===== src/rtl/sfd_map.svh =====
// Purpose: Opcodes, field positions and timing counts of the flash decoder.
// Assumes: Included by bare name wherever a constant is needed.
// Notes:   Definitions only.
`ifndef SFD_MAP_SVH
`define SFD_MAP_SVH

// ****************************************************************
// Array geometry
// ****************************************************************
`define SFD_ADDR_W            16
`define SFD_ADDR_TOP          16'hFFFF
`define SFD_ADDR_ONE          16'h0001
`define SFD_SECT_BITS         12
`define SFD_BLOCK_BITS        15

// ****************************************************************
// Instruction opcodes
// ****************************************************************
`define SFD_OP_READ           8'h03
`define SFD_OP_PROG           8'h02
`define SFD_OP_AUTO           8'hAF
`define SFD_OP_SECT           8'h20
`define SFD_OP_BLOCK          8'h52
`define SFD_OP_CHIP           8'h60
`define SFD_OP_STATUS_READ    8'h05
`define SFD_OP_STATUS_ARM     8'h50
`define SFD_OP_STATUS_WRITE   8'h01
`define SFD_OP_WRITE_ENABLE   8'h06
`define SFD_OP_WRITE_DISABLE  8'h04
`define SFD_OP_ID_A           8'h90
`define SFD_OP_ID_B           8'hAB

// ****************************************************************
// Status byte bit positions
// ****************************************************************
`define SFD_ST_BUSY           0
`define SFD_ST_WLATCH         1
`define SFD_ST_BP0            2
`define SFD_ST_BP1            3
`define SFD_ST_AUTO           6
`define SFD_ST_LOCK           7

// ****************************************************************
// Self-timed operation lengths in clock cycles
// ****************************************************************
`define SFD_CNT_W             24
`define SFD_PROG_CYCLES       3500
`define SFD_ERASE_CYCLES      5000
`define SFD_CHIP_CYCLES       9000

`endif


===== src/rtl/sfd_pkg.sv =====
// Purpose: Types shared by the flash instruction decoder.
// Assumes: sfd_map.svh provides the address width.
// Notes:   Used with explicit package scope only.
`include "sfd_map.svh"

package sfd_pkg;

  // ****************************************************************
  // Serial front end states, Gray coded along CMD-ADR-DIN-HOLD.
  // ****************************************************************
  typedef enum logic [2:0] {
    ST_CMD  = 3'h0,
    ST_ADR  = 3'h1,
    ST_DIN  = 3'h3,
    ST_OUT  = 3'h2,
    ST_HOLD = 3'h7
  } sfd_state_type;

  typedef enum logic [2:0] {
    OP_PROG  = 3'h0,
    OP_AUTO  = 3'h1,
    OP_SECT  = 3'h2,
    OP_BLOCK = 3'h3,
    OP_CHIP  = 3'h4
  } sfd_kind_type;

  // One self-timed array operation.
  typedef struct packed {
    sfd_kind_type                kind;
    logic [`SFD_ADDR_W-1:0]      addr;
    logic [7:0]                  data;
  } sfd_op_type;

endpackage


===== src/rtl/sfd_sync.sv =====
// Purpose: Two flip-flop synchroniser for one asynchronous pin.
// Assumes: The pin is a slow level compared with clock_i.
// Notes:   Only the second stage leaves the module.
`timescale 1ns/1ps

module sfd_sync #(
  parameter logic RST_VAL = 1'b0
) (
  // Clock, reset and enable
  input  wire logic clock_i,
  input  wire logic rstn_i,
  input  wire logic ce_i,
  // Pin and synchronised copy
  input  wire logic d_i,
  output logic      q_o
);

  logic meta_ff;
  logic sync_ff;

  always_ff @(posedge clock_i or negedge rstn_i) begin
    if (!rstn_i) begin
      meta_ff <= RST_VAL;
      sync_ff <= RST_VAL;
    end else if (ce_i) begin
      meta_ff <= d_i;
      sync_ff <= meta_ff;
    end
  end

  assign q_o = sync_ff;

endmodule // sfd_sync


===== src/rtl/sfd_decoder.sv =====
// Purpose: Instruction interpreter of a small serial flash memory.
// Assumes: SPI mode 0 or 3; serial clock far slower than clock_i.
// Notes:   The array and the protection bits live outside this block.
`timescale 1ns/1ps
`include "sfd_map.svh"

module sfd_decoder #(
  parameter int         PROG_CYCLES  = `SFD_PROG_CYCLES,
  parameter int         ERASE_CYCLES = `SFD_ERASE_CYCLES,
  parameter int         CHIP_CYCLES  = `SFD_CHIP_CYCLES,
  parameter logic [7:0] MANUF_ID     = 8'hC3,  // Arbitrary value.
  parameter logic [7:0] DEVICE_ID    = 8'h3C   // Arbitrary value.
) (
  // Clock, reset and enable
  input  wire logic                   clock_i,
  input  wire logic                   rstn_i,
  input  wire logic                   ce_i,
  // Serial pins
  input  wire logic                   sck_i,
  input  wire logic                   cs_n_i,
  input  wire logic                   si_i,
  output logic                        so_o,
  output logic                        so_oe_o,
  // Array access
  output logic [`SFD_ADDR_W-1:0]      arr_addr_o,
  input  wire logic [7:0]             arr_rdata_i,
  output sfd_pkg::sfd_op_type         arr_op_o,
  output logic                        arr_op_valid_o,
  // Protection and status bits held outside
  input  wire logic [1:0]             bp_i,
  input  wire logic                   lock_i,
  input  wire logic                   prot_on_i,
  input  wire logic [`SFD_ADDR_W-1:0] prot_floor_i,
  output logic                        swr_valid_o,
  output logic [7:0]                  swr_data_o,
  // Status flags
  output logic                        busy_o,
  output logic                        wlatch_o,
  output logic                        auto_o
);

  localparam int AW = `SFD_ADDR_W;
  localparam int CW = `SFD_CNT_W;

  // ****************************************************************
  // Pin synchronisers and edge detection
  // ****************************************************************
  logic sck_s;
  logic cs_s;
  logic si_s;
  logic sck_d_ff;
  logic cs_d_ff;

  sfd_sync #(.RST_VAL(1'b0)) u_sync_sck (
    .clock_i (clock_i), .rstn_i (rstn_i), .ce_i (ce_i),
    .d_i     (sck_i),   .q_o    (sck_s));
  sfd_sync #(.RST_VAL(1'b1)) u_sync_cs (
    .clock_i (clock_i), .rstn_i (rstn_i), .ce_i (ce_i),
    .d_i     (cs_n_i),  .q_o    (cs_s));
  sfd_sync #(.RST_VAL(1'b0)) u_sync_si (
    .clock_i (clock_i), .rstn_i (rstn_i), .ce_i (ce_i),
    .d_i     (si_i),    .q_o    (si_s));

  always_ff @(posedge clock_i or negedge rstn_i) begin
    if (!rstn_i) begin
      sck_d_ff <= 1'b0;
      cs_d_ff  <= 1'b1;
    end else if (ce_i) begin
      sck_d_ff <= sck_s;
      cs_d_ff  <= cs_s;
    end
  end

  wire cs_low   = ~cs_s;
  wire cs_rise  = cs_s & ~cs_d_ff;
  wire sck_rise = sck_s & ~sck_d_ff & cs_low;
  wire sck_fall = ~sck_s & sck_d_ff & cs_low;

  // ****************************************************************
  // Input shifting
  // ****************************************************************
  sfd_pkg::sfd_state_type state_ff;
  sfd_pkg::sfd_state_type nxt_state;
  logic [2:0]    bit_cnt_ff;
  logic [1:0]    byte_cnt_ff;
  logic [7:0]    shin_ff;
  logic [7:0]    cmd_ff;
  logic [AW-1:0] addr_ff;
  logic [7:0]    data_ff;
  logic          pend_ff;
  logic          nxt_pend;

  wire           byte_done = sck_rise & (bit_cnt_ff == 3'h7);
  wire [7:0]     byte_val  = {shin_ff[6:0], si_s};
  wire [AW-1:0]  addr_next = {addr_ff[AW-2:0], si_s};
  wire           in_cmd    = byte_done & (state_ff == sfd_pkg::ST_CMD);
  wire           adr_last  = byte_done & (state_ff == sfd_pkg::ST_ADR) &
                             (byte_cnt_ff == 2'h2);

  always_ff @(posedge clock_i or negedge rstn_i) begin
    if (!rstn_i) begin
      bit_cnt_ff  <= 3'h0;
      byte_cnt_ff <= 2'h0;
      shin_ff     <= 8'h00;
    end else if (ce_i) begin
      if (!cs_low) begin
        bit_cnt_ff  <= 3'h0;
        byte_cnt_ff <= 2'h0;
      end else if (sck_rise) begin
        bit_cnt_ff <= bit_cnt_ff + 3'h1;
        shin_ff    <= byte_val;
        if (byte_done && state_ff == sfd_pkg::ST_ADR) begin
          byte_cnt_ff <= byte_cnt_ff + 2'h1;
        end
      end
    end
  end

  // Only the low address bits are kept; upper bits shift out unused.
  always_ff @(posedge clock_i or negedge rstn_i) begin
    if (!rstn_i) begin
      cmd_ff  <= 8'h00;
      addr_ff <= '0;
      data_ff <= 8'h00;
    end else if (ce_i) begin
      if (in_cmd) begin
        cmd_ff <= byte_val;
      end
      if (sck_rise && state_ff == sfd_pkg::ST_ADR) begin
        addr_ff <= addr_next;
      end
      if (byte_done && state_ff == sfd_pkg::ST_DIN) begin
        data_ff <= byte_val;
      end
    end
  end

  // ****************************************************************
  // Instruction sequencing
  // ****************************************************************
  logic auto_ff;

  wire cmd_is_out = (cmd_ff == `SFD_OP_READ) || (cmd_ff == `SFD_OP_ID_A) ||
                    (cmd_ff == `SFD_OP_ID_B);
  wire cmd_is_din = (cmd_ff == `SFD_OP_PROG) || (cmd_ff == `SFD_OP_AUTO);

  always_comb begin
    nxt_state = state_ff;
    nxt_pend  = pend_ff;
    if (!cs_low) begin
      nxt_state = sfd_pkg::ST_CMD;
      nxt_pend  = 1'b0;
    end else if (byte_done) begin
      unique case (state_ff)
        sfd_pkg::ST_CMD: begin
          case (byte_val)
            `SFD_OP_READ, `SFD_OP_PROG, `SFD_OP_SECT, `SFD_OP_BLOCK,
            `SFD_OP_ID_A, `SFD_OP_ID_B: nxt_state = sfd_pkg::ST_ADR;
            `SFD_OP_AUTO: nxt_state = auto_ff ? sfd_pkg::ST_DIN
                                              : sfd_pkg::ST_ADR;
            `SFD_OP_STATUS_READ: nxt_state = sfd_pkg::ST_OUT;
            `SFD_OP_STATUS_WRITE: nxt_state = sfd_pkg::ST_DIN;
            `SFD_OP_WRITE_ENABLE, `SFD_OP_WRITE_DISABLE,
            `SFD_OP_STATUS_ARM, `SFD_OP_CHIP: begin
              nxt_state = sfd_pkg::ST_HOLD;
              nxt_pend  = 1'b1;
            end
            default: nxt_state = sfd_pkg::ST_HOLD;
          endcase
        end
        sfd_pkg::ST_ADR: begin
          if (byte_cnt_ff == 2'h2) begin
            if (cmd_is_out) begin
              nxt_state = sfd_pkg::ST_OUT;
            end else if (cmd_is_din) begin
              nxt_state = sfd_pkg::ST_DIN;
            end else begin
              nxt_state = sfd_pkg::ST_HOLD;
              nxt_pend  = 1'b1;
            end
          end
        end
        sfd_pkg::ST_DIN: begin
          nxt_state = sfd_pkg::ST_HOLD;
          nxt_pend  = 1'b1;
        end
        sfd_pkg::ST_OUT, sfd_pkg::ST_HOLD: nxt_state = state_ff;
        default: nxt_state = sfd_pkg::ST_HOLD;
      endcase
    end
  end

  always_ff @(posedge clock_i or negedge rstn_i) begin
    if (!rstn_i) begin
      state_ff <= sfd_pkg::ST_CMD;
      pend_ff  <= 1'b0;
    end else if (ce_i) begin
      state_ff <= nxt_state;
      pend_ff  <= nxt_pend;
    end
  end

  // ****************************************************************
  // Execution at deselect
  // ****************************************************************
  logic          wlatch_ff;
  logic          arm_ff;
  logic          busy_ff;
  logic [CW-1:0] cnt_ff;
  logic [AW-1:0] auto_addr_ff;
  sfd_pkg::sfd_op_type op_ff;
  sfd_pkg::sfd_op_type nxt_op;

  // A partial final byte discards the whole instruction.
  wire exec      = cs_rise & pend_ff & (bit_cnt_ff == 3'h0);
  wire wr_ok     = exec & wlatch_ff & ~busy_ff;
  wire c_prog    = cmd_ff == `SFD_OP_PROG;
  wire c_auto    = cmd_ff == `SFD_OP_AUTO;
  wire c_sect    = cmd_ff == `SFD_OP_SECT;
  wire c_block   = cmd_ff == `SFD_OP_BLOCK;
  wire c_chip    = cmd_ff == `SFD_OP_CHIP;
  wire c_wen     = cmd_ff == `SFD_OP_WRITE_ENABLE;
  wire c_wdis    = cmd_ff == `SFD_OP_WRITE_DISABLE;
  wire c_arm     = cmd_ff == `SFD_OP_STATUS_ARM;
  wire c_swrite  = cmd_ff == `SFD_OP_STATUS_WRITE;

  wire [AW-1:0] auto_tgt  = auto_ff ? auto_addr_ff : addr_ff;
  wire [AW-1:0] sect_end  = {addr_ff[AW-1:`SFD_SECT_BITS],
                             {`SFD_SECT_BITS{1'b1}}};
  wire [AW-1:0] block_end = {addr_ff[AW-1:`SFD_BLOCK_BITS],
                             {`SFD_BLOCK_BITS{1'b1}}};
  wire [AW-1:0] top_free  = prot_on_i ? prot_floor_i - `SFD_ADDR_ONE
                                      : `SFD_ADDR_TOP;
  wire hit_byte  = prot_on_i & (addr_ff >= prot_floor_i);
  wire hit_auto  = prot_on_i & (auto_tgt >= prot_floor_i);
  wire hit_sect  = prot_on_i & (sect_end >= prot_floor_i);
  wire hit_block = prot_on_i & (block_end >= prot_floor_i);

  wire go_prog   = wr_ok & c_prog & ~hit_byte;
  wire go_auto   = wr_ok & c_auto & ~hit_auto;
  wire go_sect   = wr_ok & c_sect & ~hit_sect;
  wire go_block  = wr_ok & c_block & ~hit_block;
  wire go_chip   = wr_ok & c_chip & ~prot_on_i;
  wire op_start  = go_prog | go_auto | go_sect | go_block | go_chip;
  wire auto_last = go_auto & (auto_tgt == top_free);
  wire busy_done = busy_ff & (cnt_ff == {{(CW-1){1'b0}}, 1'b1});
  wire done_clr  = busy_done & (op_ff.kind != sfd_pkg::OP_AUTO);
  wire wdis_exec = exec & c_wdis;

  // A set arriving with a clear wins, except that auto_last clears auto_ff even when go_auto sets it.
  wire nxt_wlatch = (exec & c_wen) |
                    (wlatch_ff & ~wdis_exec & ~done_clr & ~auto_last);
  wire nxt_auto   = (go_auto & ~auto_last) |
                    (auto_ff & ~wdis_exec & ~auto_last);
  wire nxt_arm    = (exec & c_arm) | (arm_ff & ~(exec & c_swrite) &
                    ~(in_cmd & (byte_val != `SFD_OP_STATUS_WRITE)));

  always_comb begin
    nxt_op      = op_ff;
    nxt_op.data = data_ff;
    nxt_op.addr = addr_ff;
    nxt_op.kind = sfd_pkg::OP_PROG;
    if (go_auto) begin
      nxt_op.kind = sfd_pkg::OP_AUTO;
      nxt_op.addr = auto_tgt;
    end else if (go_sect) begin
      nxt_op.kind = sfd_pkg::OP_SECT;
      nxt_op.addr = {addr_ff[AW-1:`SFD_SECT_BITS], {`SFD_SECT_BITS{1'b0}}};
    end else if (go_block) begin
      nxt_op.kind = sfd_pkg::OP_BLOCK;
      nxt_op.addr = {addr_ff[AW-1:`SFD_BLOCK_BITS], {`SFD_BLOCK_BITS{1'b0}}};
    end else if (go_chip) begin
      nxt_op.kind = sfd_pkg::OP_CHIP;
      nxt_op.addr = '0;
    end
  end

  wire [CW-1:0] dur = (go_prog | go_auto) ? CW'(PROG_CYCLES) :
                      go_chip ? CW'(CHIP_CYCLES) : CW'(ERASE_CYCLES);

  always_ff @(posedge clock_i or negedge rstn_i) begin
    if (!rstn_i) begin
      wlatch_ff    <= 1'b0;
      auto_ff      <= 1'b0;
      arm_ff       <= 1'b0;
      auto_addr_ff <= '0;
      op_ff        <= '0;
    end else if (ce_i) begin
      wlatch_ff <= nxt_wlatch;
      auto_ff   <= nxt_auto;
      arm_ff    <= nxt_arm;
      if (go_auto) begin
        auto_addr_ff <= auto_tgt + `SFD_ADDR_ONE;
      end
      if (op_start) begin
        op_ff <= nxt_op;
      end
    end
  end

  // Busy counts the self-timed operation down to zero.
  always_ff @(posedge clock_i or negedge rstn_i) begin
    if (!rstn_i) begin
      busy_ff        <= 1'b0;
      cnt_ff         <= '0;
      arr_op_valid_o <= 1'b0;
      swr_valid_o    <= 1'b0;
      swr_data_o     <= 8'h00;
    end else if (ce_i) begin
      arr_op_valid_o <= op_start;
      swr_valid_o    <= exec & c_swrite & arm_ff;
      swr_data_o     <= data_ff;
      if (op_start) begin
        busy_ff <= 1'b1;
        cnt_ff  <= dur;
      end else if (busy_ff) begin
        busy_ff <= ~busy_done;
        cnt_ff  <= cnt_ff - {{(CW-1){1'b0}}, 1'b1};
      end
    end
  end

  // ****************************************************************
  // Output stream
  // ****************************************************************
  logic [7:0]    stat_byte;
  logic [7:0]    shout_ff;
  logic [2:0]    obit_ff;
  logic [AW-1:0] rd_addr_ff;

  always_comb begin
    stat_byte                 = 8'h00;
    stat_byte[`SFD_ST_BUSY]   = busy_ff;
    stat_byte[`SFD_ST_WLATCH] = wlatch_ff;
    stat_byte[`SFD_ST_BP0]    = bp_i[0];
    stat_byte[`SFD_ST_BP1]    = bp_i[1];
    stat_byte[`SFD_ST_AUTO]   = auto_ff;
    stat_byte[`SFD_ST_LOCK]   = lock_i;
  end

  wire       is_id    = (cmd_ff == `SFD_OP_ID_A) || (cmd_ff == `SFD_OP_ID_B);
  wire       is_read  = cmd_ff == `SFD_OP_READ;
  wire [7:0] id_byte  = rd_addr_ff[0] ? DEVICE_ID : MANUF_ID;
  wire [7:0] out_byte = is_read ? arr_rdata_i : is_id ? id_byte : stat_byte;
  wire       out_fall = sck_fall & (state_ff == sfd_pkg::ST_OUT);
  wire       out_load = out_fall & (obit_ff == 3'h0);

  always_ff @(posedge clock_i or negedge rstn_i) begin
    if (!rstn_i) begin
      obit_ff    <= 3'h0;
      shout_ff   <= 8'h00;
      so_o       <= 1'b0;
      so_oe_o    <= 1'b0;
      rd_addr_ff <= '0;
    end else if (ce_i) begin
      so_oe_o <= cs_low & (state_ff == sfd_pkg::ST_OUT);
      if (!cs_low) begin
        obit_ff <= 3'h0;
      end else if (out_load) begin
        obit_ff  <= 3'h1;
        so_o     <= out_byte[7];
        shout_ff <= {out_byte[6:0], 1'b0};
      end else if (out_fall) begin
        obit_ff  <= obit_ff + 3'h1;
        so_o     <= shout_ff[7];
        shout_ff <= {shout_ff[6:0], 1'b0};
      end
      if (adr_last) begin
        rd_addr_ff <= addr_next;
      end else if (out_load && is_read) begin
        rd_addr_ff <= rd_addr_ff + `SFD_ADDR_ONE;
      end else if (out_load && is_id) begin
        rd_addr_ff <= rd_addr_ff ^ `SFD_ADDR_ONE;
      end
    end
  end

  assign arr_addr_o = rd_addr_ff;
  assign arr_op_o   = op_ff;
  assign busy_o     = busy_ff;
  assign wlatch_o   = wlatch_ff;
  assign auto_o     = auto_ff;

endmodule // sfd_decoder


===== config.mk =====
export PLATFORM = sky130hd
export DESIGN_NAME = sfd_decoder
export DESIGN_NICKNAME = d
export VERILOG_FILES = /design/src/rtl/sfd_pkg.sv /design/src/rtl/sfd_sync.sv /design/src/rtl/sfd_decoder.sv
export VERILOG_INCLUDE_DIRS = /design/src /design/src/rtl
export SDC_FILE = /design/constraint.sdc
export NUM_CORES = 1
export LEC_CHECK = 0
export CORE_ASPECT_RATIO = 1.4
export CORE_MARGIN = 5
export CORE_UTILIZATION = 25
export CTS_BUF_LIST = sky130_fd_sc_hd__clkbuf_8
export CTS_CLUSTER_SIZE = 24
export DETAILED_ROUTE_END_ITERATION = 12
export DONT_BUFFER_PORTS = 1
export GPL_ROUTABILITY_DRIVEN = 1
export PLACE_DENSITY = 0.5
export SLEW_MARGIN = 20
export SYNTH_ARGS = -nofsm -noshare
export SYNTH_HDL_FRONTEND = slang
export SYNTH_SLANG_ARGS = --single-unit

===== constraint.sdc =====
create_clock -name clock_i -period 5.2 [get_ports clock_i]
set_input_delay 0.52 -clock clock_i [delete_from_list [all_inputs] [get_ports clock_i]]
set_output_delay 0.52 -clock clock_i [all_outputs]
set_load 0.02 [all_outputs]

[Word-level counts from Yosys, hierarchy flattened]
Index checks and enable logic that the tools add are counted.
Word-level totals
  bits of input ports: 34
  bits in registers: 166
  logic and storage cells: 240
  output and inout port bits: 58
Cells by class
  order comparisons: 4
  add/subtract/negate cells: 7
  multiplexer cells: 45
  eq/ne operators: 40
  reduce and logical (&&, ||, !) cells: 39
  bitwise logic cells: 71
Operators with widths (count)
  $mux W19: 4
  $ge A16 B16 Y1: 4
  $mux W16: 4
  $eq A8 B7 Y1 const B: 6
  $eq A8 B8 Y1 const B: 6
  $mux W24: 2
  $and A1 B1 Y1: 47
  $eq A8 B3 Y1 const B: 5
  $mux W8: 5
  $add A16 B1 Y16 const B: 2
  $eq A8 B2 Y1 const B: 4
  $mux W3: 10
  $mux W14: 2
  $eq A24 B1 Y1 const B: 1
  $sub A24 B1 Y24 const B: 1
  $reduce_and A2 Y1: 10
  $not A1 Y1: 17
  $eq A16 B16 Y1: 1
  $eq A8 B1 Y1 const B: 2
  $eq A8 B6 Y1 const B: 2
  $sub A16 B1 Y16 const B: 1
  $pmux W3 S4: 1
  $reduce_bool A2 Y1: 6
  $mux W1: 11
  25 further kinds: 52

[Logic depth before layout (Yosys ltp)]
Gate-level depths: netlist (run 1).
  depth after elaboration: 14
  mapped depth: 16
  depth with buffers taken out: 12

[Hierarchy]
A second synthesis (run 1) with hierarchy kept.
Unflattened totals
  cells, all modules: 1097
  area, all modules: 9994.6 um2
By module, submodules not included
  sfd_decoder: area each 9774.4 um2, times used 1, seq. area each 3980.1 um2, cells each 1085
  sfd_sync (u_sync_sck ...): area each 72.6 um2, times used 2, seq. area each 50.0 um2, cells each 4
  sfd_sync (u_sync_cs): area each 75.1 um2, times used 1, seq. area each 52.6 um2, cells each 4

[Worst setup path before layout (run 1)]
OpenSTA, ideal clock, no wires.
  path kind: register to register
  from: register auto_ff (netlist: auto_o)
  to: register cnt_ff[5]
  clock period less this slack: 3967 ps
  library setup time: 121 ps
  setup slack: 1233 ps
  cell stages (with the launch flop): 15
  required time: 5079 ps
  arrival time: 3846 ps
  path buffers: 3
  cells stage by stage: dfrtp_1 buf_1 buf_2 mux2i_1 inv_1 ha_1 nand4_1 nor4_1 a32oi_1 o211ai_1 nor2_1 or3_1 buf_2 or3_1 a22o_1
On the way
  longest elaborated chain between the ends: 11
  elaborated cells on any way between the ends: 13
  classes of those cells: 1 x order compare; 3 x mux; 7 x bitwise; 2 x reduce/logical
Ends and longest elaborated chain
  from (decl): line sfd_decoder.sv:141  | logic auto_ff;
  from (signal assigned): line sfd_decoder.sv:290  | auto_ff <= nxt_auto;
  $mux W16 *: line sfd_decoder.sv:227  | wire [AW-1:0] auto_tgt = auto_ff ? auto_addr_ff : addr_ff;
  $ge A16 B16 Y1 *: line sfd_decoder.sv:235  | wire hit_auto = prot_on_i & (auto_tgt >= prot_floor_i);
  $and A1 B1 Y1 *: line sfd_decoder.sv:235
  $not A1 Y1 *: line sfd_decoder.sv:240  | wire go_auto = wr_ok & c_auto & ~hit_auto;
  $and A1 B1 Y1 *: line sfd_decoder.sv:240
  $or A1 B1 Y1 *: line sfd_decoder.sv:244, sfd_decoder.sv:278
  $or A1 B1 Y1 (3 in a row): line sfd_decoder.sv:244  | wire op_start = go_prog | go_auto | go_sect | go_block | go_chip;
  $reduce_bool A2 Y1 (no line)
  $reduce_and A2 Y1 (no line)
  to (signal assigned): line sfd_decoder.sv:315  | cnt_ff <= dur;
  to (signal assigned): line sfd_decoder.sv:318  | cnt_ff <= cnt_ff - {{(CW-1){1'b0}}, 1'b1};
  to (decl): line sfd_decoder.sv:209  | logic [CW-1:0] cnt_ff;
Every way passes the cells marked *; elsewhere a longest branch is shown, timed or not.
A chain may end at the register's enable or synchronous reset.

[Worst setup path in the final report (run 1)]
  from: register auto_ff (netlist: auto_o)
  to: register op_ff (netlist bit arr_op_o[0])
On the way
  longest elaborated chain between the ends: 10
Ends and longest elaborated chain
  $mux W16: line sfd_decoder.sv:227
  $ge A16 B16 Y1: line sfd_decoder.sv:235
  $and A1 B1 Y1: line sfd_decoder.sv:235
  $not A1 Y1: line sfd_decoder.sv:240
  $and A1 B1 Y1: line sfd_decoder.sv:240
  $or A1 B1 Y1 (4 in a row): line sfd_decoder.sv:244
  $reduce_and A2 Y1 (no line)
  to (signal assigned): line sfd_decoder.sv:296  | op_ff <= nxt_op;
  to (decl): line sfd_decoder.sv:211  | sfd_pkg::sfd_op_type op_ff;
Every way passes these cells.

==> summary.json, run 1 <==
{
  "status": "complete, no violations",
  "detail_route.wirelength.met1_microns": 11800,
  "yosys-top-cells-count": "sky130_fd_sc_hd__dfrtp_1 (162), sky130_fd_sc_hd__nand2_1 (110), sky130_fd_sc_hd__o21ai_0 (97)",
  "setup_repair_after_global_routing_missed_its_margin": "false",
  "reg2reg_to": "arr_op_o[0]",
  "h-tree-depth": 4,
  "endpoint_kind": "flop",
  "fraction_of_post_synthesis_cell_area_in_the_top_cell_type_by_area_pct": 41.1,
  "hp-class": "in -> async",
  "cts_inserted_buffers": 17,
  "final-hold-violation-count": 0,
  "drc_errors": 0,
  "timing.max_cap.violations": 0,
  "reg2reg_from": "auto_o",
  "power_density_of_the_placed_cells_nw_per_um2": 295,
  "synth-seq-area-share_pct": 41.9,
  "postRouteWirelength_microns": 29900,
  "clkSlewWorstSetupHoldPaths_ns": 0.10,
  "comb_power_share_pct": 18.9,
  "dominantRegCellSynth": "sky130_fd_sc_hd__dfrtp_1",
  "final_core_util_pct": 27.6,
  "min_period_ns": 4.13,
  "mappedNetlistArea_sq_um": 9860,
  "power.switching_mw": 1.10,
  "largest_net_degree_at_the_start_of_global_routing": 166,
  "route.antenna.remaining_nets": 0,
  "synth-warning-count": 0,
  "worstMarginPinSlew_ns": 0.921,
  "syn-mean-instance-area_sq_um": 9.25,
  "grt_overflow_total": 0,
  "number_of_global_route_vias_before_repair": 8019,
  "post_cts_resize_count": 0,
  "globalRouteTotalUtil_pct": 13.8,
  "num-nets-final": 1132,
  "hpwlAfterDp_microns": 22600,
  "internal-power_mw": 2.09,
  "placed_area_sq_um": 10400,
  "setup-violations-final": 0,
  "detailedRoute.firstIterationViolations": 488,
  "synth_enable_flop_cells": 0,
  "synth_most_common_cell": "sky130_fd_sc_hd__dfrtp_1",
  "wl_met2_microns": 16000,
  "clock_tree_from_tritoncts": "built",
  "gp_congestion": 0.897,
  "reg2reg_setup_slack_ns": 1.07,
  "timing.critical_path.required_ns": 5.56,
  "clock_insertion_delay_at_the_later_pin_of_the_skew_report_ns": 0.47,
  "timing_worst_setup_path_type": "reg -> reg",
  "antenna_found_initial": 0,
  "ctsLongestPathBuffers": 2,
  "clkPwrFrac_pct": 28.6,
  "fp.dieH_microns": 245,
  "drt_pass1_iterations": 5,
  "final-max-slew-violation-count": 0,
  "r2r_cells": 11,
  "netlist_instances": 1066,
  "first_pass_grt_wire_length_microns": 46900,
  "wire_per_inst_microns": 18.8,
  "vias_cell": 4.96,
  "start_kind": "flop",
  "static-leakage-power_nw": 4.74,
  "clock-root-buffer": "sky130_fd_sc_hd__clkbuf_8",
  "core_sq_um": 39200,
  "worstPathArrival_ns": 4.49,
  "die_width_microns": 178,
  "die_area_sq_um": 43600,
  "drive_above_1_share_pct": 11.8,
  "synth_area_leader_cell": "sky130_fd_sc_hd__dfrtp_1",
  "finClkSkew_ns": 0.0160,
  "worst-path-max-fanout": 48,
  "numClockSinks": 165,
  "met3_wirelength_microns": 1460,
  "placement_rows": 86,
  "ranking_of_synthesized_cells_by_area": "sky130_fd_sc_hd__dfrtp_1 (41%), sky130_fd_sc_hd__mux2_2 (7.7%), sky130_fd_sc_hd__ha_1 (5.8%), sky130_fd_sc_hd__o21ai_0 (4.9%), sky130_fd_sc_hd__nand2_1 (4.2%)",
  "ys_async_sr_fraction_pct": 100,
  "ys_seq_elements": 165,
  "portBuffers": 0,
  "pin_count": 92,
  "sequentialPowerShare_pct": 52.5,
  "post_synth_num_cell_types": 68,
  "total_number_of_vias": 7911,
  "post-route-cell-area_sq_um": 10800,
  "max-slew-margin-rel_pct": 38.6,
  "fmax_mhz": 242,
  "finalCritPeriodShare_pct": 79.4,
  "sum_of_negative_setup_slack_ns": 0,
  "maxUsedRoutingLayer": "met4",
  "hold_slack_ns": 0.0435,
  "syn-num-nets": 1146,
  "power.ir.vdd_worst_mv": 0.161,
  "switching_power_share_of_the_total_pct": 34.6,
  "initial_utilization_pct": 25.2,
  "flow.area_growth_from_synthesis_pct": 9.75
}
## kinds of logic after synthesis
kind of cell / count (synthesis) / synth area share [%]
AND/OR/NAND/NOR: 378 / 19.3
AO/OA/AOI/OAI: 246 / 15.3
flip-flops: 165 / 41.9
buffers and inverters: 98 / 3.92
multiplexers: 82 / 9.23
XOR/XNOR: 51 / 4.53
adder cells (fa/ha/maj): 46 / 5.84
## layer usage
layer / vias to the layer above / global-route usage (%)
met5: - / 0
met4: 0 / 4.48
met3: 47 / 3.13
met2: 166 / 25.4
met1: 3896 / 15.5
li1: 3802 / -
## layout by cell type, fill, tap and decap left out, drive strengths merged, types with 5 or more instances in the layout
master and n:
dfrtp 162, nand2 110, o21ai 99, nor2 76
mux2 68, inv 62, a21oi 53, ha 46
xnor2 43, nor3 38, nand3 34, clkbuf 19
nand4 18, a22oi 18, mux2i 14, nor4 14
nor2b 13, a31oi 12, or3 11, nand2b 10
buf 10, or4 9, a21o 8, o211ai 8
and3 8, xor2 8, o21a 7, o22ai 7
and2 6, or2 6, nand3b 5, nor3b 5
## power by group through the flow
stage | clock (mW) | combinational, mW | sequential (mW)
final | 0.914 | 0.602 | 1.68
after global routing | 1.01 | 0.688 | 1.71
after detailed placement | 0 | 0.578 | 1.70
after CTS | 0.960 | 0.610 | 1.68
after floorplan | 0 | 0.499 | 1.60
after global placement | 0 | 0.569 | 1.70
## what timing repair did
| item | 4_1_cts | 5_1_grt |
|---|---|---|
| hold endpoints to repair | 165 | 0 |
| buffers inserted | 0 | 0 |
| hold buffers | 1 | 0 |
## stage by stage
stage | power, mW | setup slack [ns] | cells
6_report | 3.19 | 1.07 | 1594
4_1_cts | 3.25 | 1.03 | 1593
3_3_place_gp | 2.27 | 1.10 | 1560
2_1_floorplan | 2.10 | 1.23 | 1066
5_1_grt | 3.40 | 0.728 | 1593
3_5_place_dp | 2.28 | 1.07 | 1560
## area by class of cell
type,instances,area [sq um]
clock inverter,13,110
sequential,165,4130
antenna,1,2.50
tap,528,661
multi-input combinational,803,5350
clock buffer,19,262
timing repair buffer,10,95.1
fill,4197,28300
inverter,55,206
## state kept, by name, summed over array words and instances (netlist names), 7 cells and up
signal / count
shout_ff: 7
data_ff: 8
arr_op_o: 27
shin_ff: 7
auto_addr_ff: 16
addr_ff: 16
arr_addr_o: 16
swr_data_o: 8
cnt_ff: 24
cmd_ff: 8
## worst max path at each step
| stage | from | endpoint | slack, ns | depth (start not counted) |
|---|---|---|---|---|
| final | auto_o | arr_op_o[0] | 1.07 | 11 |
| after global routing | auto_o | arr_op_o[3] | 0.73 | 11 |
| after CTS | auto_o | arr_op_o[3] | 1.03 | 11 |
| after detailed placement | auto_o | arr_op_o[5] | 1.07 | 11 |
| after global placement | auto_o | arr_op_o[0] | 1.10 | 11 |
| after floorplan | auto_o | cnt_ff[5] | 1.23 | 14 |
## worst max-delay path, stage by stage (launching register included)
cell and delay [ns]:
sky130_fd_sc_hd__dfrtp_1 0.77, sky130_fd_sc_hd__mux2i_1 0.52, sky130_fd_sc_hd__inv_1 0.16, sky130_fd_sc_hd__ha_1 0.32
sky130_fd_sc_hd__nand4_1 0.19, sky130_fd_sc_hd__nor4_1 0.34, sky130_fd_sc_hd__a32oi_1 0.19, sky130_fd_sc_hd__o211ai_1 0.19
sky130_fd_sc_hd__nor2_1 0.14, sky130_fd_sc_hd__o41ai_4 0.28, sky130_fd_sc_hd__buf_4 0.48, sky130_fd_sc_hd__mux2_2 0.39
Power figures use the tool's default switching activity.
==> run 2, diff against run 1 <==
Settings changed: PLACE_DENSITY 0.5 to 0.52.
Clock period 5.2 ns to 3.7 ns, I/O delays scaled along.
==> run 2 against run 1 <==
  * The flow now finishes with violations (hold timing)
  * Clock skew grew 0.00084 ns
  * Non-clock buffer count grew 57
  * Combinational power increased by 43%
  * Hold slack lost 0.47 ns
  * Setup slack worse by 0.71 ns
  * Register-to-register slack lost 0.71 ns
  * Die area unchanged
  * Design area is 4.8% higher
  * Global-route usage grew 1.2 points
  * Maximum frequency is 24% higher
  * Critical path depth grew 2
  * Wire length up 9.0%
  * Highest routed layer is now met5
==> summary.json, run 2 (synthesis results as in run 1) <==
{
  "grt_overflow_total": {"value": 0, "change": "unchanged"},
  "final_core_util": {"value": 29.0, "unit": "%", "change": "was 27.6%"},
  "hp-class": {"value": "in -> async", "change": "unchanged"},
  "placement_rows": {"value": 86, "change": "unchanged"},
  "power_density_of_the_placed_cells": {"value": 408, "unit": "nW/um^2", "change": "was 295 nW/um^2"},
  "cts_inserted_buffers": {"value": 17, "change": "unchanged"},
  "final-max-slew-violation-count": {"value": 0, "change": "unchanged"},
  "drc_errors": {"value": 0, "change": "unchanged"},
  "timing.critical_path.required": {"value": 4.08, "unit": "ns", "change": "was 5.56 ns"},
  "numClockSinks": {"value": 165, "change": "unchanged"},
  "drive_above_1_share": {"value": 15.2, "unit": "%", "change": "was 11.8%"},
  "final-hold-violation-count": {"value": 165, "change": "was 0"},
  "drt_pass1_iterations": {"value": 5, "change": "unchanged"},
  "worst-path-max-fanout": {"value": 11, "change": "was 48"},
  "total_number_of_vias": {"value": 8298, "change": "was 7911"},
  "fp.dieH": {"value": 245, "unit": "microns", "change": "unchanged"},
  "clock-root-buffer": {"value": "sky130_fd_sc_hd__clkbuf_8", "change": "unchanged"},
  "pin_count": {"value": 92, "change": "unchanged"},
  "min_period": {"value": 3.34, "unit": "ns", "change": "was 4.13 ns"},
  "timing.final.ws_setup": {"value": 0.363, "unit": "ns", "change": "was 1.07 ns"},
  "sum_of_negative_setup_slack": {"value": 0, "unit": "ns", "change": "unchanged"},
  "post_cts_resize_count": {"value": 0, "change": "unchanged"},
  "number_of_global_route_vias_before_repair": {"value": 8399, "change": "was 8019"},
  "postRouteWirelength": {"value": 32600, "unit": "microns", "change": "was 29900 microns"},
  "endpoint_kind": {"value": "flop", "change": "unchanged"},
  "ctsLongestPathBuffers": {"value": 2, "change": "unchanged"},
  "num-nets-final": {"value": 1189, "change": "was 1132"},
  "initial_utilization": {"value": 25.2, "unit": "%", "change": "unchanged"},
  "layout.cells.most_common_list": {"value": "sky130_fd_sc_hd__dfrtp_1 (162), sky130_fd_sc_hd__nand2_1 (110), sky130_fd_sc_hd__o21ai_0 (97)", "change": "unchanged"},
  "post_cts_buffers": {"value": 0, "change": "unchanged"},
  "clkSlewWorstSetupHoldPaths": {"value": 0.11, "unit": "ns", "change": "was 0.10 ns"},
  "flip_flop_count_of_the_largest_register_all_copies_and_words_added": {"value": 27, "change": "unchanged"},
  "max-slew-margin-rel": {"value": 36.5, "unit": "%", "change": "was 38.6%"},
  "hold_slack": {"value": -0.424, "unit": "ns", "change": "was 0.0435 ns"},
  "setup_repair_after_global_routing_missed_its_margin": {"value": "false", "change": "unchanged"},
  "worstMarginPinSlew": {"value": 0.928, "unit": "ns", "change": "was 0.921 ns"},
  "finalCritPeriodShare": {"value": 90.2, "unit": "%", "change": "was 79.4%"},
  "layout_commonest_cell": {"value": "sky130_fd_sc_hd__dfrtp_1", "change": "unchanged"},
  "core": {"value": 39200, "unit": "sq um", "change": "unchanged"},
  "first_pass_grt_wire_length": {"value": 50100, "unit": "microns", "change": "was 46900 microns"},
  "flow.area_growth_from_synthesis": {"value": 15.1, "unit": "%", "change": "was 9.75%"},
  "gp_congestion": {"value": 0.859, "change": "was 0.897"},
  "wire_per_inst": {"value": 19.8, "unit": "microns", "change": "was 18.8 microns"},
  "failed_checks": "hold timing",
  "status": {"value": "finished with violations", "change": "was complete, no violations"},
  "hpwlAfterDp": {"value": 23600, "unit": "microns", "change": "was 22600 microns"},
  "vias_cell": {"value": 5.03, "change": "was 4.96"},
  "clock_tree_from_tritoncts": {"value": "built", "change": "unchanged"},
  "setup-violations-final": {"value": 0, "change": "unchanged"},
  "die_area": {"value": 43600, "unit": "sq um", "change": "unchanged"},
  "timing.max_cap.violations": {"value": 0, "change": "unchanged"},
  "p_total": {"value": 4.63, "unit": "mW", "change": "was 3.19 mW"},
  "antenna_found_initial": {"value": 2, "change": "was 0"},
  "clock_insertion_delay_at_the_later_pin_of_the_skew_report": {"value": 0.50, "unit": "ns", "change": "was 0.47 ns"},
  "largest_net_degree_at_the_start_of_global_routing": {"value": 166, "change": "unchanged"},
  "cts_hold_buffers": {"value": 13, "change": "was 1"},
  "start_kind": {"value": "flop", "change": "unchanged"},
  "finClkSkew": {"value": 0.0168, "unit": "ns", "change": "was 0.0160 ns"},
  "portBuffers": {"value": 0, "change": "unchanged"},
  "globalRouteTotalUtil": {"value": 15.0, "unit": "%", "change": "was 13.8%"},
  "worstPathArrival": {"value": 3.72, "unit": "ns", "change": "was 4.49 ns"},
  "fmax": {"value": 300, "unit": "MHz", "change": "was 242 MHz"},
  "route.antenna.remaining_nets": {"value": 0, "change": "unchanged"},
  "timing_worst_setup_path_type": {"value": "reg -> reg", "change": "unchanged"},
  "detailedRoute.firstIterationViolations": {"value": 492, "change": "was 488"},
  "static-leakage-power": {"value": 5.06, "unit": "nW", "change": "was 4.74 nW"},
  "placement.setup.worst_slack": {"value": 0.252, "unit": "ns", "change": "was 1.07 ns"},
  "power.ir.vdd_worst": {"value": 0.289, "unit": "mV", "change": "was 0.161 mV"},
  "h-tree-depth": {"value": 4, "change": "unchanged"},
  "die_width": {"value": 178, "unit": "microns", "change": "unchanged"}
}
[run 2: cell count changes in the layout (fill, tap and decap cells not counted), moves of 2 or more]
| cell | delta |
|---|---|
| sky130_fd_sc_hd__inv_8 | +2 |
| sky130_fd_sc_hd__buf_12 | +3 |
| sky130_fd_sc_hd__bufinv_16 | +2 |
| sky130_fd_sc_hd__buf_4 | +42 |
| sky130_fd_sc_hd__inv_6 | -2 |
| sky130_fd_sc_hd__dlygate4sd3_1 | +13 |
[run 2: layout make-up]
cell class                      instances  area, sq um
Clock inverter                         14          166
Antenna cell                            1         2.50
Sequential cell                       165         4130
Multi-Input combinational cell        803         5350
Tap cell                              528          661
Inverter                               55          206
Clock buffer                           18          248
Timing Repair Buffer                   67          573
Fill cell                            4180        27800
[run 2: metal layers]
metal	GRT usage [%]	routed length (microns)	vias up
met5	0	17	-
met4	6.40	1170	2
met3	3.84	1800	62
met2	27.0	17100	194
met1	16.4	12600	4111
li1	-	-	3929
[run 2: power breakdown]
group          total (mW)  switching [mW]  internal, mW  leakage (nW)
registers            2.34           0.302          2.04          2.17
clock network        1.43           0.787         0.641         0.212
logic               0.863           0.472         0.391          2.68
[run 2: per-stage QoR]
step / cell area (sq um) / std cells / hold WS [ns]
finish: 11300 / 1651 / -0.424
global route: 11300 / 1651 / -0.471
CTS: 11300 / 1650 / -0.477
detailed placement: 10800 / 1605 / 0.0920
global placement: 10800 / 1605 / 0.0906
floorplan: 9870 / 1066 / 0.0744
[run 2: final timing paths]
path	cells past startpoint	slack, ns	start	end
max	13	0.36	auto_o	arr_op_o[17]
min	0	-0.42	rstn_i	arr_addr_o[8]
max reg2reg	13	0.36	auto_o	arr_op_o[17]
min reg2reg	2	0.49	shout_ff[7]	shout_ff[7]
max in group asynchronous	0	3.86	rstn_i	u_sync_cs.meta_ff
min in group clock_i	2	0.05	ce_i	arm_ff
[run 2: worst max-delay path: stages, from the launching register on]
cell and delay, ns:
sky130_fd_sc_hd__dfrtp_1 0.42, sky130_fd_sc_hd__buf_4 0.20, sky130_fd_sc_hd__o21a_1 0.24, sky130_fd_sc_hd__ha_1 0.27
sky130_fd_sc_hd__nand2b_1 0.14, sky130_fd_sc_hd__a2111o_1 0.43, sky130_fd_sc_hd__a32oi_1 0.26, sky130_fd_sc_hd__a21oi_1 0.10
sky130_fd_sc_hd__nor3_1 0.31, sky130_fd_sc_hd__buf_4 0.19, sky130_fd_sc_hd__nor2_1 0.07, sky130_fd_sc_hd__buf_4 0.22
sky130_fd_sc_hd__a22oi_1 0.24, sky130_fd_sc_hd__o21ai_0 0.12
==> run 3, diff against run 2 <==
Settings changed: PLACE_DENSITY 0.52 to 0.5.
Clock period 3.7 ns to 3.2 ns, I/O delays scaled along.
==> run 3 against run 2 <==
  * The flow finishes with violations (hold timing, setup timing)
  * Utilization rose by 1.9 points
  * Critical endpoint is now arr_op_o[5]
  * Count of clock-buffer cells in the layout fell by 1
  * Hold slack got worse by 0.053 ns
  * Wire length fell by 0.13%
  * Via count rose by 1.3%
  * Largest cell class unchanged
  * Clock power rose by 11%
  * Largest power group unchanged
  * Cell count rose by 2.2%
  * Flip-flop and latch count did not move
==> summary.json, run 3 (synthesis results as in run 1) <==
{
  "setup_repair_after_global_routing_missed_its_margin": {"value": "true", "change": "was false"},
  "h-tree-depth": {"value": 4, "change": "unchanged"},
  "detailedRoute.firstIterationViolations": {"value": 428, "change": "was 492"},
  "setup-violations-final": {"value": 19, "change": "was 0"},
  "final-hold-violation-count": {"value": 165, "change": "unchanged"},
  "antenna_found_initial": {"value": 1, "change": "was 2"},
  "clock_insertion_delay_at_the_later_pin_of_the_skew_report": {"value": 0.51, "unit": "ns", "change": "was 0.50 ns"},
  "static-leakage-power": {"value": 5.31, "unit": "nW", "change": "was 5.06 nW"},
  "pin_count": {"value": 92, "change": "unchanged"},
  "failed_checks": {"value": "hold timing, setup timing", "change": "was hold timing"},
  "flip_flop_count_of_the_largest_register_all_copies_and_words_added": {"value": 27, "change": "unchanged"},
  "fmax": {"value": 303, "unit": "MHz", "change": "was 300 MHz"},
  "worstPathCellList": {"value": "buf_12 -> buf_6 -> mux2i_2 -> inv_2 -> ha_4 -> nand4_1 -> nor4_2 -> a32oi_2 -> o211ai_1 -> nor2_2 -> o41ai_4 -> buf_4 -> buf_8 -> mux2_2", "change": "was buf_4 -> o21a_1 -> ha_1 -> nand2b_1 -> a2111o_1 -> a32oi_1 -> a21oi_1 -> nor3_1 -> buf_4 -> nor2_1 -> buf_4 -> a22oi_1 -> o21ai_0"},
  "drive_above_1_share": {"value": 23.7, "unit": "%", "change": "was 15.2%"},
  "timing_worst_setup_path_type": {"value": "reg -> reg", "change": "unchanged"},
  "layout.cells.most_common_list": {"value": "sky130_fd_sc_hd__dfrtp_1 (161), sky130_fd_sc_hd__nand2_1 (105), sky130_fd_sc_hd__o21ai_0 (84)", "change": "was sky130_fd_sc_hd__dfrtp_1 (162), sky130_fd_sc_hd__nand2_1 (110), sky130_fd_sc_hd__o21ai_0 (97)"},
  "post-route-cell-area": {"value": 12100, "unit": "sq um", "change": "was 11300 sq um"},
  "die_width": {"value": 178, "unit": "microns", "change": "unchanged"},
  "num-nets-final": {"value": 1225, "change": "was 1189"},
  "drc_errors": {"value": 0, "change": "unchanged"},
  "final-max-slew-violation-count": {"value": 0, "change": "unchanged"},
  "hpwlAfterDp": {"value": 23900, "unit": "microns", "change": "was 23600 microns"},
  "globalRouteTotalUtil": {"value": 14.8, "unit": "%", "change": "was 15.0%"},
  "total_number_of_vias": {"value": 8405, "change": "was 8298"},
  "worstMarginPinSlew": {"value": 0.890, "unit": "ns", "change": "was 0.928 ns"},
  "min_period": {"value": 3.30, "unit": "ns", "change": "was 3.34 ns"},
  "reg2reg_to": {"value": "arr_op_o[5]", "change": "was arr_op_o[17]"},
  "critical-path-max-stage-delay": {"value": 0.48, "unit": "ns", "change": "was 0.43 ns"},
  "r2r_cells": {"value": 14, "change": "was 13"},
  "die_area": {"value": 43600, "unit": "sq um", "change": "unchanged"},
  "clock-root-buffer": {"value": "sky130_fd_sc_hd__clkbuf_8", "change": "unchanged"},
  "worst-path-max-fanout": {"value": 5, "change": "was 11"},
  "largest_net_degree_at_the_start_of_global_routing": {"value": 166, "change": "unchanged"},
  "hold_slack": {"value": -0.477, "unit": "ns", "change": "was -0.424 ns"},
  "worstPathArrival": {"value": 3.70, "unit": "ns", "change": "was 3.72 ns"},
  "clock_tree_from_tritoncts": {"value": "built", "change": "unchanged"},
  "timing.final.ws_setup": {"value": -0.0966, "unit": "ns", "change": "was 0.363 ns"},
  "reg2reg_from": {"value": "auto_o", "change": "unchanged"},
  "p_total": {"value": 5.43, "unit": "mW", "change": "was 4.63 mW"},
  "timing.critical_path.slowest_stage_cell": {"value": "sky130_fd_sc_hd__dfrtp_2", "change": "was sky130_fd_sc_hd__a2111o_1"},
  "route.antenna.remaining_nets": {"value": 0, "change": "unchanged"},
  "first_pass_grt_wire_length": {"value": 49600, "unit": "microns", "change": "was 50100 microns"},
  "start_kind": {"value": "flop", "change": "unchanged"},
  "flow.area_growth_from_synthesis": {"value": 22.7, "unit": "%", "change": "was 15.1%"},
  "cell_count_after_placement": {"value": 1626, "change": "was 1605"},
  "critPathLaunch": {"value": "auto_o", "change": "unchanged"},
  "placement.setup.worst_slack": {"value": -0.232, "unit": "ns", "change": "was 0.252 ns"},
  "number_of_global_route_vias_before_repair": {"value": 8396, "change": "was 8399"},
  "ctsLongestPathBuffers": {"value": 2, "change": "unchanged"},
  "vias_cell": {"value": 4.98, "change": "was 5.03"},
  "layout_commonest_cell": {"value": "sky130_fd_sc_hd__dfrtp_1", "change": "unchanged"},
  "power.ir.vdd_worst": {"value": 0.260, "unit": "mV", "change": "was 0.289 mV"},
  "grt_overflow_total": {"value": 0, "change": "unchanged"},
  "postRouteWirelength": {"value": 32600, "unit": "microns", "change": "about the same"},
  "clkSlewWorstSetupHoldPaths": {"value": 0.11, "unit": "ns", "change": "about the same"},
  "drt_pass1_iterations": {"value": 5, "change": "unchanged"},
  "fp.dieH": {"value": 245, "unit": "microns", "change": "unchanged"},
  "timing.critical_path.required": {"value": 3.60, "unit": "ns", "change": "was 4.08 ns"},
  "endpoint_kind": {"value": "flop", "change": "unchanged"},
  "portBuffers": {"value": 0, "change": "unchanged"},
  "max-slew-margin-rel": {"value": 39.1, "unit": "%", "change": "was 36.5%"},
  "placed_area": {"value": 11000, "unit": "sq um", "change": "was 10800 sq um"},
  "gp_congestion": {"value": 0.865, "change": "was 0.859"},
  "timing.max_cap.violations": {"value": 0, "change": "unchanged"},
  "cts_hold_buffers": {"value": 5, "change": "was 13"},
  "sum_of_negative_setup_slack": {"value": -0.988, "unit": "ns", "change": "was 0 ns"},
  "finClkSkew": {"value": 0.0174, "unit": "ns", "change": "was 0.0168 ns"},
  "reg2reg_setup_slack": {"value": -0.1, "unit": "ns", "change": "was 0.36 ns"},
  "power_density_of_the_placed_cells": {"value": 449, "unit": "nW/um^2", "change": "was 408 nW/um^2"},
  "numClockSinks": {"value": 165, "change": "unchanged"},
  "status": {"value": "finished with violations", "change": "unchanged"},
  "finalCritPeriodShare": {"value": 103, "unit": "%", "change": "was 90.2%"},
  "final_cells": {"value": 1687, "change": "was 1651"},
  "placement_rows": {"value": 86, "change": "unchanged"},
  "hp-class": {"value": "in -> async", "change": "unchanged"},
  "final_core_util": {"value": 30.9, "unit": "%", "change": "was 29.0%"},
  "initial_utilization": {"value": 25.2, "unit": "%", "change": "unchanged"},
  "wire_per_inst": {"value": 19.3, "unit": "microns", "change": "was 19.8 microns"},
  "core": {"value": 39200, "unit": "sq um", "change": "unchanged"},
  "cts_inserted_buffers": {"value": 17, "change": "unchanged"}
}
-- run 3: cell count changes in the layout (fill, tap and decap cells not counted), sizes merged --
cell,before,now
dlygate4sd3,13,4
clkinv,3,4
inv,63,60
clkinvlp,1,4
buf,54,98
-- run 3: worst max-delay path by stage --
stage	to	slack, ns
6_report	arr_op_o[5]	-0.1
5_1_grt	arr_op_o[1]	-0.20
4_1_cts	wlatch_o	-0.02
3_5_place_dp	auto_o	-0.23
3_3_place_gp	auto_o	-0.26
2_1_floorplan	cnt_ff[5]	0.03
-- run 3: timing repair --
item / 4_1_cts / 5_1_grt
endpoints found under the hold margin: 193 / 165
cloned: 2 / 2
endpoints found under the setup margin: 13 / 58
setup buffers: 14 / 8
resized for setup: 23 / 73
pin swaps: 14 / 24
-- run 3: critical path, delay by kind of cell, from the launching register on --
family,cells,cell delay [ns]
AO/OA/AOI/OAI,3,0.66
adder cells (fa/ha/maj),1,0.27
buffers and inverters,5,0.67
flip-flops,1,0.48
multiplexers,2,0.54
AND/OR/NAND/NOR,3,0.56
-- run 3: per-layer routing --
layer | vias to the layer above | global-route usage, % | routed length (microns)
met4 | 0 | 6.69 | 1080
met1 | 4168 | 15.4 | 11800
li1 | 3992 | - | -
met3 | 56 | 3.77 | 1870
met5 | - | 0 | 0
met2 | 189 | 27.6 | 17800
-- run 3: power breakdown --
group          internal (mW)  switching [mW]
combinational          0.542           0.600
sequential              2.35           0.339
clock                  0.709           0.885
total                   3.61            1.82
-- run 3: area by class of cell --
type / instances / area (sq um)
sequential: 165 / 4130
timing repair buffer: 103 / 965
tap: 528 / 661
clock buffer: 17 / 234
antenna: 1 / 2.50
fill: 4124 / 27100
inverter: 55 / 208
clock inverter: 15 / 166
multi-input combinational: 803 / 5730
